$ cat src/dcs_pkg.sv
// Behaviour
// - start trigger one sets channel running, waiting
// - writing zero to trigger does nothing
// - end flag reads one while request pending
// - mask zero allows interrupt, one blocks
// - enable zero stops channel and clock
// - enable zero refuses setup register writes
// - enable one runs channel, accepts setup
// - progress bit reads one while transfer runs
// - progress set after enable enters trigger wait
package dcs_pkg;
    localparam logic [11:0] start_trigger_off = 12'h000;
    localparam logic [11:0] chan_status_off   = 12'h004;
    localparam logic [11:0] req_flags_off     = 12'h008;
    localparam logic [11:0] mask_flags_off    = 12'h00c;
    localparam logic [11:0] op_control_off    = 12'h010;
    localparam logic [11:0] setup_config_off  = 12'h014;
    localparam logic [11:0] setup_addr_off    = 12'h018;
    localparam logic [11:0] setup_count_off   = 12'h01c;
    localparam logic [11:0] irq_status_off    = 12'h020;
    localparam logic [11:0] irq_mask_off      = 12'h024;
    localparam int          num_serial_chan   = 4;
    localparam int          dma_end_flag_pos  = 3;
    localparam int          dma_end_mask_pos  = 3;
    localparam int          dma_enable_pos    = 7;
    localparam int          dma_progress_pos  = 0;
    localparam logic [7:0]  req_flags_rst     = 8'h00;
    localparam logic [7:0]  mask_flags_rst    = 8'hff;
    localparam logic [7:0]  op_control_rst    = 8'h00;
    localparam logic [7:0]  setup_config_rst  = 8'h00;
    localparam logic [15:0] setup_addr_rst    = 16'h0000;
    localparam logic [9:0]  setup_count_rst   = 10'h000;
    localparam logic [1:0]  irq_mask_rst      = 2'h3;
    localparam int          irq_bit_dma_end   = 0;
    localparam int          irq_bit_serial    = 1;
endpackage

$ cat src/dcs_xfer_if.sv
`timescale 1ns/100ps
interface dcs_xfer_if;
    logic       run;
    logic       load;
    logic [9:0] count;
    logic       step;
    logic       done;
    logic [9:0] remaining;
    modport ctrl (output run, output load, output count, output step,
                  input done, input remaining);
    modport cnt  (input run, input load, input count, input step,
                  output done, output remaining);
endinterface

$ cat src/dcs_counter.sv
`timescale 1ns/100ps
module dcs_counter (
    // clock and reset
    input  wire logic core_clk_in,
    input  wire logic rst_in,
    // control
    dcs_xfer_if.cnt   xf
);
    logic [9:0] remaining_ff;
    logic       done_ff;

    assign xf.remaining = remaining_ff;
    assign xf.done      = done_ff;

    // no clock gate: a load works at any time, counting down only while the channel runs
    always_ff @(posedge core_clk_in) begin
        if (rst_in) begin
            remaining_ff <= 10'h000;
        end else if (xf.load) begin
            remaining_ff <= xf.count;
        end else if (xf.run && xf.step && remaining_ff != 10'h000) begin
            remaining_ff <= remaining_ff - 10'h001;
        end
    end

    always_ff @(posedge core_clk_in) begin
        if (rst_in) begin
            done_ff <= 1'b0;
        end else begin
            done_ff <= xf.run && xf.step && !xf.load &&
                       remaining_ff == 10'h001;
        end
    end
endmodule

$ cat src/dcs_top.sv
`timescale 1ns/100ps
module dcs_top (
    // clock and reset
    input  wire logic        core_clk_in,
    input  wire logic        rst_in,
    // apb slave
    input  wire logic        psel_in,
    input  wire logic        penable_in,
    input  wire logic        pwrite_in,
    input  wire logic [11:0] paddr_in,
    input  wire logic [31:0] pwdata_in,
    output logic      [31:0] prdata_out,
    output logic             pready_out,
    output logic             pslverr_out,
    // dma start request from the serial side (async pin)
    input  wire logic        dma_req_in,
    // status and interrupt
    output logic [3:0]       chan_operating_out,
    output logic             dma_clk_en_out,
    output logic             irq_out
);
    ////////////////////////////////////////////////////////////////////
    logic       wr_en;
    logic       rd_en;
    logic [3:0] chan_status_ff;
    logic [7:0] req_flags_ff;
    logic [7:0] mask_flags_ff;
    logic       enable_ff;
    logic       progress_ff;
    logic [7:0] setup_config_ff;
    logic [15:0] setup_addr_ff;
    logic [9:0] setup_count_ff;
    logic [1:0] irq_status_ff;
    logic [1:0] irq_mask_ff;
    logic [31:0] prdata_ff;
    logic       req_s1_ff;
    logic       req_s2_ff;
    logic       req_s3_ff;
    logic       count_load_ff;
    logic       serial_event;
    logic       nxt_progress;
    logic       req_edge;
    logic       setup_ok;

    dcs_xfer_if xf ();

    dcs_counter u_counter (
        .core_clk_in (core_clk_in),
        .rst_in      (rst_in),
        .xf          (xf)
    );

    ////////////////////////////////////////////////////////////////////
    // apb decode: zero wait states, every access completes in one
    assign wr_en       = psel_in && penable_in && pwrite_in;
    assign rd_en       = psel_in && penable_in && !pwrite_in;
    assign pready_out  = 1'b1;
    assign pslverr_out = 1'b0;
    assign prdata_out  = prdata_ff;
    assign setup_ok    = enable_ff;

    ////////////////////////////////////////////////////////////////////
    // start request synchroniser and rising edge
    always_ff @(posedge core_clk_in) begin
        if (rst_in) begin
            req_s1_ff <= 1'b0;
            req_s2_ff <= 1'b0;
            req_s3_ff <= 1'b0;
        end else begin
            req_s1_ff <= dma_req_in;
            req_s2_ff <= req_s1_ff;
            req_s3_ff <= req_s2_ff;
        end
    end
    assign req_edge = req_s2_ff && !req_s3_ff;

    ////////////////////////////////////////////////////////////////////
    // serial start triggers: a written one sets the bit, zero is ignored
    assign serial_event = wr_en && paddr_in == dcs_pkg::start_trigger_off &&
                          pwdata_in[0];
    generate
        for (genvar i = 0; i < dcs_pkg::num_serial_chan; i++) begin : g_ch
            always_ff @(posedge core_clk_in) begin
                if (rst_in) begin
                    chan_status_ff[i] <= 1'b0;
                end else if (wr_en &&
                             paddr_in == dcs_pkg::start_trigger_off &&
                             pwdata_in[i]) begin
                    chan_status_ff[i] <= 1'b1;
                end
            end
        end
    endgenerate
    assign chan_operating_out = chan_status_ff;

    ////////////////////////////////////////////////////////////////////
    // operation control: enable and progress
    always_ff @(posedge core_clk_in) begin
        if (rst_in) begin
            enable_ff <= dcs_pkg::op_control_rst[dcs_pkg::dma_enable_pos];
        end else if (wr_en && paddr_in == dcs_pkg::op_control_off) begin
            enable_ff <= pwdata_in[dcs_pkg::dma_enable_pos];
        end
    end

    always_comb begin
        nxt_progress = progress_ff;
        if (xf.done) begin
            nxt_progress = 1'b0;
        end
        // progress only takes when the same write also sets enable
        if (wr_en && paddr_in == dcs_pkg::op_control_off) begin
            nxt_progress = pwdata_in[dcs_pkg::dma_progress_pos] &&
                           pwdata_in[dcs_pkg::dma_enable_pos];
        end
        if (!enable_ff && !(wr_en && paddr_in == dcs_pkg::op_control_off)) begin
            nxt_progress = 1'b0;
        end
    end

    always_ff @(posedge core_clk_in) begin
        if (rst_in) begin
            progress_ff <= dcs_pkg::op_control_rst[dcs_pkg::dma_progress_pos];
        end else begin
            progress_ff <= nxt_progress;
        end
    end

    assign dma_clk_en_out = enable_ff;
    assign xf.run   = enable_ff && progress_ff;
    assign xf.step  = req_edge;
    assign xf.load  = count_load_ff;
    assign xf.count = setup_count_ff;

    ////////////////////////////////////////////////////////////////////
    // setup registers, writable only while enabled
    always_ff @(posedge core_clk_in) begin
        if (rst_in) begin
            setup_config_ff <= dcs_pkg::setup_config_rst;
        end else if (wr_en && setup_ok &&
                     paddr_in == dcs_pkg::setup_config_off) begin
            setup_config_ff <= pwdata_in[7:0];
        end
    end

    always_ff @(posedge core_clk_in) begin
        if (rst_in) begin
            setup_addr_ff <= dcs_pkg::setup_addr_rst;
        end else if (wr_en && setup_ok &&
                     paddr_in == dcs_pkg::setup_addr_off) begin
            setup_addr_ff <= pwdata_in[15:0];
        end
    end

    always_ff @(posedge core_clk_in) begin
        if (rst_in) begin
            setup_count_ff <= dcs_pkg::setup_count_rst;
            count_load_ff  <= 1'b0;
        end else begin
            count_load_ff <= wr_en && setup_ok &&
                             paddr_in == dcs_pkg::setup_count_off;
            if (wr_en && setup_ok && paddr_in == dcs_pkg::setup_count_off) begin
                setup_count_ff <= pwdata_in[9:0];
            end
        end
    end

    ////////////////////////////////////////////////////////////////////
    // request flag and mask registers; hardware set wins over clear
    always_ff @(posedge core_clk_in) begin
        if (rst_in) begin
            req_flags_ff <= dcs_pkg::req_flags_rst;
        end else begin
            if (wr_en && paddr_in == dcs_pkg::req_flags_off) begin
                req_flags_ff <= pwdata_in[7:0];
            end
            if (xf.done) begin
                req_flags_ff[dcs_pkg::dma_end_flag_pos] <= 1'b1;
            end
        end
    end

    always_ff @(posedge core_clk_in) begin
        if (rst_in) begin
            mask_flags_ff <= dcs_pkg::mask_flags_rst;
        end else if (wr_en && paddr_in == dcs_pkg::mask_flags_off) begin
            mask_flags_ff <= pwdata_in[7:0];
        end
    end

    ////////////////////////////////////////////////////////////////////
    // sticky event status, cleared by a read; a new event beats the clear
    always_ff @(posedge core_clk_in) begin
        if (rst_in) begin
            irq_status_ff <= 2'h0;
        end else begin
            if (rd_en && paddr_in == dcs_pkg::irq_status_off) begin
                irq_status_ff <= 2'h0;
            end
            if (xf.done) begin
                irq_status_ff[dcs_pkg::irq_bit_dma_end] <= 1'b1;
            end
            if (serial_event) begin
                irq_status_ff[dcs_pkg::irq_bit_serial] <= 1'b1;
            end
        end
    end

    always_ff @(posedge core_clk_in) begin
        if (rst_in) begin
            irq_mask_ff <= dcs_pkg::irq_mask_rst;
        end else if (wr_en && paddr_in == dcs_pkg::irq_mask_off) begin
            irq_mask_ff <= pwdata_in[1:0];
        end
    end

    // the documented flag and mask also gate the line, so either path works
    always_ff @(posedge core_clk_in) begin
        if (rst_in) begin
            irq_out <= 1'b0;
        end else begin
            irq_out <= (|(irq_status_ff & ~irq_mask_ff)) ||
                       (req_flags_ff[dcs_pkg::dma_end_flag_pos] &&
                        !mask_flags_ff[dcs_pkg::dma_end_mask_pos]);
        end
    end

    ////////////////////////////////////////////////////////////////////
    // read data, registered in the setup phase
    always_ff @(posedge core_clk_in) begin
        if (rst_in) begin
            prdata_ff <= 32'h0000_0000;
        end else if (psel_in && !penable_in && !pwrite_in) begin
            unique case (paddr_in)
                dcs_pkg::chan_status_off:
                    prdata_ff <= {28'h0, chan_status_ff};
                dcs_pkg::req_flags_off:
                    prdata_ff <= {24'h0, req_flags_ff};
                dcs_pkg::mask_flags_off:
                    prdata_ff <= {24'h0, mask_flags_ff};
                dcs_pkg::op_control_off:
                    prdata_ff <= {24'h0, enable_ff, 6'h00, progress_ff};
                dcs_pkg::setup_config_off:
                    prdata_ff <= {24'h0, setup_config_ff};
                dcs_pkg::setup_addr_off:
                    prdata_ff <= {16'h0, setup_addr_ff};
                dcs_pkg::setup_count_off:
                    prdata_ff <= {22'h0, xf.remaining};
                dcs_pkg::irq_status_off:
                    prdata_ff <= {30'h0, irq_status_ff};
                dcs_pkg::irq_mask_off:
                    prdata_ff <= {30'h0, irq_mask_ff};
                default:
                    prdata_ff <= 32'h0000_0000;
            endcase
        end
    end
endmodule

$ cat config.mk
export PLATFORM = sky130hd
export DESIGN_NAME = dcs_top
export DESIGN_NICKNAME = d
export VERILOG_FILES = /design/src/dcs_pkg.sv /design/src/dcs_xfer_if.sv /design/src/dcs_counter.sv /design/src/dcs_top.sv
export SDC_FILE = /design/constraint.sdc
export NUM_CORES = 1
export LEC_CHECK = 0
export ABC_CLOCK_PERIOD_IN_PS = 2100
export BUFFER_PORTS_ARGS = -buffer_cell sky130_fd_sc_hd__buf_2
export CORE_AREA = 2 2 95 97
export CTS_BUF_LIST = sky130_fd_sc_hd__clkbuf_8
export CTS_CLUSTER_DIAMETER = 50
export DETAILED_ROUTE_END_ITERATION = 8
export DIE_AREA = 0 0 97 99
export GPL_TIMING_DRIVEN = 0
export HOLD_SLACK_MARGIN = 0.15
export PLACE_DENSITY = 0.77
export SYNTH_ARGS = -nofsm -noshare
export SYNTH_HDL_FRONTEND = slang
export SYNTH_SLANG_ARGS = --single-unit
export TNS_END_PERCENT = 20
$ cat constraint.sdc
create_clock -name core_clk_in -period 2.1 [get_ports core_clk_in]
set_input_delay 0.63 -clock core_clk_in [delete_from_list [all_inputs] [get_ports core_clk_in]]
set_output_delay 0.63 -clock core_clk_in [all_outputs]
set_load 0.005 [all_outputs]
==> metrics.md, run 1 <==
| Metric | Value |
|---|---|
| Critical Path Start Type | `flop` |
| Layout Area Growth over Synthesis | `17.0%` |
| Outcome | `finished, final reports clean` |
| Kind of critical path | `flop to flop` |
| Class of the worst hold path | `flop to flop` |
| Startpoint of the worst setup timing path | `u_counter.xf.remaining[0]` |
| Required @ worst endpoint | `around 2400 ps` |
| Largest fanout on the critical path | `9` |
| Number of enable-type register cells in the synthesized netlist | `0` |
| Number of antenna cells inserted | `0` |
| Filler Cells Inserted | `roughly 790` |
| Syn Inst Count | `between 400 and 500` |
| Number of vias after detailed routing | `~3700` |
| Avg Inst Size Synth | `8.91 sq um` |
| Clock latency of the later-clocked register in the worst-skew pair | `around 360 ps` |
| Fin nets | `approximately 600` |
| Grt ovf | `0` |
| Floorplan Core Area | `8550 sq um` |
| Crit path time final | `around 2000 ps` |
| Endpoint kind of the worst setup timing path | `flop` |
| RSZ-0062 raised after global routing | `no` |
| CTS tree | `done` |
| Wire length per cell | `16.6 um` |
| Min-Delay Startpoint | `setup_addr_ff[11]` |
| Routability congestion estimate from global placement | `0.944` |
| Clock slew at the register clock pins of the worst setup and hold paths | `around 90 ps` |
| Y dimension of the die | `a little under 100 um` |
| Clock root cell | `clkbuf_8` |
| Maximum ir drop on the vdd rail | `approximately 490 uV` |
| Number of rows created at floorplan | `34` |
| Chip width | `roughly 97 um` |
| Leak pwr | `2.15 nW` |
| Power density over the cells | `around 640 nW/um^2` |
| Post-Route WL | `11.2 mm` |
| TritonCTS buffer count | `9` |
| Setup clock skew after layout | `between 8 and 9 ps` |
| Die Outline Area | `approximately 9600 sq um` |
| DRC violations left | `0` |
| Number of setup violations in the final report | `0` |
| Relative max-transition margin | `59.0%` |
| Number of top-level design ports | `90` |
| Number of different library cells in the post-synthesis netlist | `between 50 and 60` |
| Fraction of the cycle the final worst path needs | `95.5%` |
| # H-tree levels | `3` |
| Arrival time of the worst setup path | `between 2000 and 2500 ps` |
| Register area share after synthesis | `43.0%` |
| Clock Sinks | `between 90 and 100` |
| Global routing usage summed across all routing layers | `a little under a quarter` |
| Worst r2r src | `u_counter.xf.remaining[0]` |
| Yosys warning count | `0` |
| Max-capacitance violation count | `0` |
| Commonest register cell after synthesis | `dfxtp_1` |
| Via count of the first global-routing pass | `3479` |
| Effective utilization at floorplan | `50.1%` |
| Wire length of the first global-routing pass | `between 15 and 20 mm` |
| Placed instance count | `between 600 and 700` |
| Antenna viol nets, final | `0` |
| First-pass iteration count of the detailed router | `5` |
| 1st-iter DRT viols | `between 300 and 400` |
| Worst-margin pin slew | `609 ps` |
| CTS max path bufs | `2` |
| Max Slew Vio Count | `0` |
| Crit path setup slack, layout | `93.6 ps` |
| Number of port buffers | `52` |
| Avg Vias per Cell | `approximately 5.5` |
| Pre-CTS WS | `-467 ps` |
| Post-detail-place hpwl | `~8 mm` |
| Largest net degree at the start of global routing | `15` |
| Share of layout cells above drive strength 1 | `about a fifth` |
| Hold Vio Cnt, Final | `0` |
| Netlist Area Pre-Place | `about 4300 sq um` |
| Number of antenna violations at the first check in global routing | `0` |
| Number of flip-flops and latches in the synthesized netlist | `92` |
| Fraction of registers with async set or reset after synthesis | `0%` |
| Final standard cell count with taps included and fillers excluded | `roughly 670` |
| Upper clock frequency limit | `498 MHz` |
==> final timing paths <==
kind,slack (ps),cells past startpoint,end
worst max register to register,90,7,u_counter.xf.remaining[6]
worst max-delay path,90,7,u_counter.xf.remaining[6]
worst min-delay path,460,2,setup_addr_ff[11]
worst min register to register,460,2,setup_addr_ff[11]
==> cells in the final DEF (no fill, tap or decap), drive strengths merged, types with 2 or more instances in the layout <==
| master | Yosys | final |
|---|---|---|
| or4 | 4 | 4 |
| nand2 | 55 | 55 |
| dfxtp | 92 | 92 |
| nand3 | 14 | 14 |
| nand4b | 3 | 3 |
| and2 | 4 | 4 |
| and3 | 5 | 5 |
| nand2b | 3 | 3 |
| mux2i | 41 | 41 |
| a21o | 2 | 2 |
| o22ai | 3 | 3 |
| inv | 13 | 16 |
| a21oi | 34 | 34 |
| bufinv | 0 | 2 |
| nor4 | 6 | 6 |
| conb | 2 | 18 |
| nor3 | 9 | 9 |
| a211o | 8 | 8 |
| buf | 29 | 83 |
| ha | 3 | 3 |
| nor2 | 51 | 51 |
| nand4 | 2 | 2 |
| a32oi | 3 | 3 |
| xnor2 | 6 | 6 |
| a22o | 13 | 13 |
| a211oi | 2 | 2 |
| o32ai | 2 | 2 |
| o21a | 7 | 7 |
| a31oi | 3 | 3 |
| a221oi | 3 | 3 |
| clkbuf | 17 | 25 |
| clkinv | 0 | 2 |
| o21ai | 6 | 6 |
| nor2b | 14 | 14 |
| mux2 | 5 | 5 |
| a22oi | 3 | 3 |
==> registers in the layout, summed over array words and instances, names as in the netlist, 2 cells and up <==
signal	cells
chan_operating_out	4
irq_mask_ff	2
irq_status_ff	2
mask_flags_ff	8
prdata_out	16
req_flags_ff	8
setup_addr_ff	16
setup_config_ff	8
setup_count_ff	10
u_counter.xf.remaining	10
==> worst max-delay path, stage by stage (launching register included) <==
cell and delay (ps):
dfxtp_1 400, inv_1 100, ha_1 190, nor2b_1 150, a31oi_2 410, nand2_1 180
o21a_1 200, o311a_1 280
==> cell usage after synthesis (7+ instances only) <==
cell type,number,area (sq um)
dfxtp_1,92,1840
nand2_1,55,206
o21a_1,7,52.6
buf_4,20,150
a211o_1,8,70.1
inv_1,13,48.8
a21oi_1,34,170
nor3_1,8,40.0
mux2i_1,41,410
nand3_1,12,60.1
nor2b_1,14,87.6
clkbuf_1,17,63.8
a22o_1,13,114
nor2_1,51,191
==> power by group <==
group | total, mW | switching [mW] | leakage (nW) | internal [mW]
sequential | 1.75 | 0.000833 | 0.742 | 1.74
combinational | 0.222 | 0.143 | 1.29 | 0.0792
clock | 1.27 | 0.611 | 0.117 | 0.658
==> metrics by stage <==
stage / setup TNS [ps] / area (sq um) / total power [mW] / util, % / hold slack, ps
finish: 0 / 5020 / 3.24 / 58.7 / 458
global route: 0 / 5020 / 3.34 / 58.7 / 474
floorplan: 0 / 4350 / 1.91 / - / 414
detailed placement: -20700 / 4740 / 2.00 / 55.5 / 446
global placement: -19040 / 4740 / 2.00 / 55.5 / 431
CTS: 0 / 4990 / 3.25 / 58.4 / 459
==> repair_timing <==
item	CTS	global route
endpoints found under the setup margin	22	42
hold buffers	0	0
pin swaps	1	1
setup buffers	2	0
resized for setup	3	10
==> final cells by class <==
type	instances	area [sq um]	share of cell area [%]
Buffer	45	270	5.39
Clock buffer	9	124	2.47
Clock inverter	7	85.1	1.70
Inverter	13	48.8	0.972
Multi-Input combinational cell	346	2230	44.4
Sequential cell	92	1840	36.7
Tap cell	108	135	2.69
Timing Repair Buffer	54	288	5.73
==> routing by layer <==
layer	track usage [%]	part of all wire [%]
met1	31.8	44
met5	0	0
met4	9.64	2.3
met3	4.40	7.8
met2	37.1	46
==> cell families (layout without fill, tap and decap cells) <==
family | Yosys count | count (layout) | synth area share [%]
multiplexers | 46 | 46 | 10.9
XOR/XNOR | 7 | 7 | 1.43
flip-flops | 92 | 92 | 43.0
adder cells (fa/ha/maj) | 3 | 3 | 0.875
buffers and inverters | 59 | 128 | 7.27
AND/OR/NAND/NOR | 177 | 177 | 21.1
other | 2 | 18 | 0.175
AO/OA/AOI/OAI | 95 | 95 | 15.3
Note: power is estimated with default switching activity, not from simulation.
==> inputs of run 2 (changes only) <==
--- a/config.mk
+++ b/config.mk
@@ -5,16 +5,16 @@
 export SDC_FILE = /design/constraint.sdc
 export NUM_CORES = 1
 export LEC_CHECK = 0
-export ABC_CLOCK_PERIOD_IN_PS = 2100
+export ABC_CLOCK_PERIOD_IN_PS = 1900
 export BUFFER_PORTS_ARGS = -buffer_cell sky130_fd_sc_hd__buf_2
-export CORE_AREA = 2 2 95 97
+export CORE_AREA = 2 2 90 92
 export CTS_BUF_LIST = sky130_fd_sc_hd__clkbuf_8
 export CTS_CLUSTER_DIAMETER = 50
 export DETAILED_ROUTE_END_ITERATION = 8
-export DIE_AREA = 0 0 97 99
+export DIE_AREA = 0 0 92 94
 export GPL_TIMING_DRIVEN = 0
 export HOLD_SLACK_MARGIN = 0.15
-export PLACE_DENSITY = 0.77
+export PLACE_DENSITY = 0.81
 export SYNTH_ARGS = -nofsm -noshare
 export SYNTH_HDL_FRONTEND = slang
 export SYNTH_SLANG_ARGS = --single-unit
==> constraint.sdc (replaced) <==
create_clock -name core_clk_in -period 1.9 [get_ports core_clk_in]
set_input_delay 0.57 -clock core_clk_in [delete_from_list [all_inputs] [get_ports core_clk_in]]
set_output_delay 0.57 -clock core_clk_in [all_outputs]
set_load 0.005 [all_outputs]
==> run 2 against run 1 <==
Critical path depth down 2. Global-route usage up 3.2 points. Register-to-register slack worse by 70 ps. Maximum frequency up 6.7%. Critical path type unchanged. Highest routed layer unchanged. Combinational power up 17%. Sequential share of layout area down 0.64 points.
==> metrics.md, run 2 (synthesis gave the netlist of run 1 again) <==
| Metric | Value |
|---|---|
| Number of antenna cells inserted | `0 (unchanged)` |
| Class of the worst hold path | `input port to flop` |
| Clock share of power | `37.1% (-2.1 points)` |
| Routability congestion estimate from global placement | `0.931 (-1.3%)` |
| Max Slew Vio Count | `0 (unchanged)` |
| Worst setup path endpoint | `u_counter.xf.remaining[8]` |
| Critical Path Start Type | `flop` |
| # H-tree levels | `3 (unchanged)` |
| Pre-CTS WS | `-547 ps (-79.1 ps)` |
| Worst r2r src | `u_counter.xf.remaining[2]` |
| Power density over the cells | `680 nW/um^2 (+5.4%)` |
| Footprint of the multi-input gates | `2290 sq um (+3.1%)` |
| Register area | `1850 sq um (+0.20%)` |
| Upper clock frequency limit | `532 MHz (+6.7%)` |
| 1st-iter DRT viols | `332 (+6.1%)` |
| TritonCTS buffer count | `9 (unchanged)` |
| Placed instance count | `651 (-0.91%)` |
| Global routing usage summed across all routing layers | `26.7% (+3.2 points)` |
| RSZ-0062 raised after global routing | `yes` |
| Total negative setup slack | `0 ps (unchanged)` |
| R2R setup slack | `20 ps (-70 ps)` |
| Floorplan Core Area | `7610 sq um (-11%)` |
| Wire length per cell | `17.1 um (+3.0%)` |
| Worst-margin pin slew | `672 ps (+62.8 ps)` |
| Arrival time of the worst setup path | `2170 ps (-90 ps)` |
| Cell class contributing the biggest share of worst-path delay | `simple AND/OR/NAND/NOR gates` |
| Number of port buffers | `52 (unchanged)` |
| Share of power burned in registers | `55.5% (+1.6 points)` |
| Endpoint kind of the worst setup timing path | `flop` |
| Number of hold buffers added after CTS | `0 (unchanged)` |
| Switching part of the total | `27.3% (+4.0 points)` |
| Clock Sinks | `92 (unchanged)` |
| Avg Vias per Cell | `5.74 (+3.6%)` |
| Via count of the first global-routing pass | `3491 (+0.34%)` |
| Final standard cell count with taps included and fillers excluded | `672 (-0.30%)` |
| Fin nets | `618 (+0.65%)` |
| Master of the slowest instance on the critical path | `or4_4` |
| Relative max-transition margin | `55.2% (-3.8 points)` |
| Crit path time final | `1880 ps (-126 ps)` |
| Number of rows created at floorplan | `32 (-5.9%)` |
| Most frequent standard cell in the layout excluding fill and tap cells | `dfxtp_1` |
| Grt ovf | `0 (unchanged)` |
| Effective utilization at floorplan | `56.4% (+6.2 points)` |
| Register-to-Register Path Depth | `5 (-2)` |
| Antenna viol nets, final | `0 (unchanged)` |
| Final Core Density | `67.3% (+8.6 points)` |
| Layout Area Growth over Synthesis | `19.4%` |
| Clock latency of the later-clocked register in the worst-skew pair | `380 ps (+20 ps)` |
| Largest net degree at the start of global routing | `19 (+4)` |
| Kind of critical path | `flop to flop` |
| Maximum ir drop on the vdd rail | `530 uV (+8.2%)` |
| Number of top-level design ports | `90 (unchanged)` |
| Post-Route WL | `11.5 mm (+2.7%)` |
| Post-detail-place hpwl | `8.17 mm (+0.53%)` |
| Worst path buffer plus inverter count | `0 (-1)` |
| R2r endpoint | `u_counter.xf.remaining[8]` |
| DRC violations left | `0 (unchanged)` |
| NetSw | `948 uW (+26%)` |
| Hold Vio Cnt, Final | `0 (unchanged)` |
| Fraction of the cycle the final worst path needs | `98.9% (+3.4 points)` |
| CP cell instances | `or4_4 > nor4_4 > mux2i_1 > o21ai_0 > and2_1` |
| Combinational Power Share | `7.5% (+0.6 points)` |
| Clock slew at the register clock pins of the worst setup and hold paths | `110 ps (+20 ps)` |
| Crit-path max cell delay | `590 ps (+180 ps)` |
| Total design power | `3.48 mW (+7.5%)` |
| Required @ worst endpoint | `2190 ps (-170 ps)` |
| Setup clock skew after layout | `20.0 ps (+11.6 ps)` |
| First-pass iteration count of the detailed router | `5 (unchanged)` |
| Number of antenna violations at the first check in global routing | `0 (unchanged)` |
| Clock root cell | `clkbuf_8` |
| Max-capacitance violation count | `0 (unchanged)` |
| Filler Cells Inserted | `663 (-16%)` |
| Outcome | `finished, final reports clean` |
| Startpoint of the worst setup timing path | `u_counter.xf.remaining[2]` |
| Number of setup violations in the final report | `0 (unchanged)` |
| Logic depth of the worst setup path including buffers | `5 (-2)` |
| P_int | `2.53 mW (+1.9%)` |
| Largest fanout on the critical path | `6 (-3)` |
| Number of vias after detailed routing | `3855 (+3.3%)` |
| Share of layout cells above drive strength 1 | `23.7% (+2.7 points)` |
| Y dimension of the die | `94 um (-5.1%)` |
| CTS tree | `done` |
| CTS max path bufs | `2 (unchanged)` |
| Wire length of the first global-routing pass | `17.9 mm (-0.19%)` |
| Crit path setup slack, layout | `20.0 ps (-73.6 ps)` |
| Leak pwr | `2.20 nW (+2.1%)` |
| Chip width | `92 um (-5.2%)` |
| Commonest cells after routing, fill and taps aside | `dfxtp_1 (89), buf_2 (56), nand2_1 (55)` |
| Die Outline Area | `8650 sq um (-9.9%)` |
run 2: cell types whose count changed in the layout (fill, tap and decap cells not counted), sizes merged:
cell,before,now
buf,83,86
bufinv,2,0
clkbuf,25,26
clkinvlp,0,1
inv,16,17
run 2: layout make-up:
cell class                 count  share of cell area [%]
clock inverter                 7                    1.27
buffer                        45                    5.52
multi-input combinational    346                    44.8
timing repair buffer          58                    6.45
sequential                    92                    36.1
clock buffer                   9                    2.42
tap                          102                    2.49
inverter                      13                   0.953
run 2: worst min path at each step:
stage | depth (start not counted) | slack (ps) | start | endpoint
floorplan | 1 | 410 | req_s1_ff | req_s2_ff
global placement | 1 | 430 | req_s1_ff | req_s2_ff
detailed placement | 1 | 430 | req_s1_ff | req_s2_ff
CTS | 2 | 400 | dma_req_in | req_s1_ff
global route | 2 | 430 | dma_req_in | req_s1_ff
finish | 2 | 400 | dma_req_in | req_s1_ff
run 2: layer usage:
layer / vias up / part of all wire [%] / track usage [%]
met5: - / 0 / 0
met4: 0 / 2.7 / 10.7
met3: 28 / 6.4 / 4.82
met2: 185 / 47 / 43.9
met1: 1817 / 44 / 34.8
li1: 1825 / - / -
run 2: timing repair:
item | CTS | global route
endpoints found under the setup margin | 28 | 44
pin swaps | 1 | 3
gates resized for setup | 9 | 21
buffers inserted | 2 | 4
run 2: metrics by stage:
| step | area [sq um] | hold slack (ps) |
|---|---|---|
| 6_report | 5120 | 398 |
| 5_1_grt | 5120 | 429 |
| 4_1_cts | 5010 | 402 |
| 3_5_place_dp | 4750 | 426 |
| 3_3_place_gp | 4750 | 425 |
| 2_1_floorplan | 4360 | 414 |
run 2: power by group through the flow:
stage                     Combinational (mW)  Clock, mW  Sequential (mW)
final                                  0.260       1.29             1.93
after global routing                   0.278       1.37             1.93
after CTS                              0.242       1.28             1.93
after detailed placement               0.238          0             1.97
after global placement                 0.235          0             1.97
after floorplan                        0.141          0             1.97
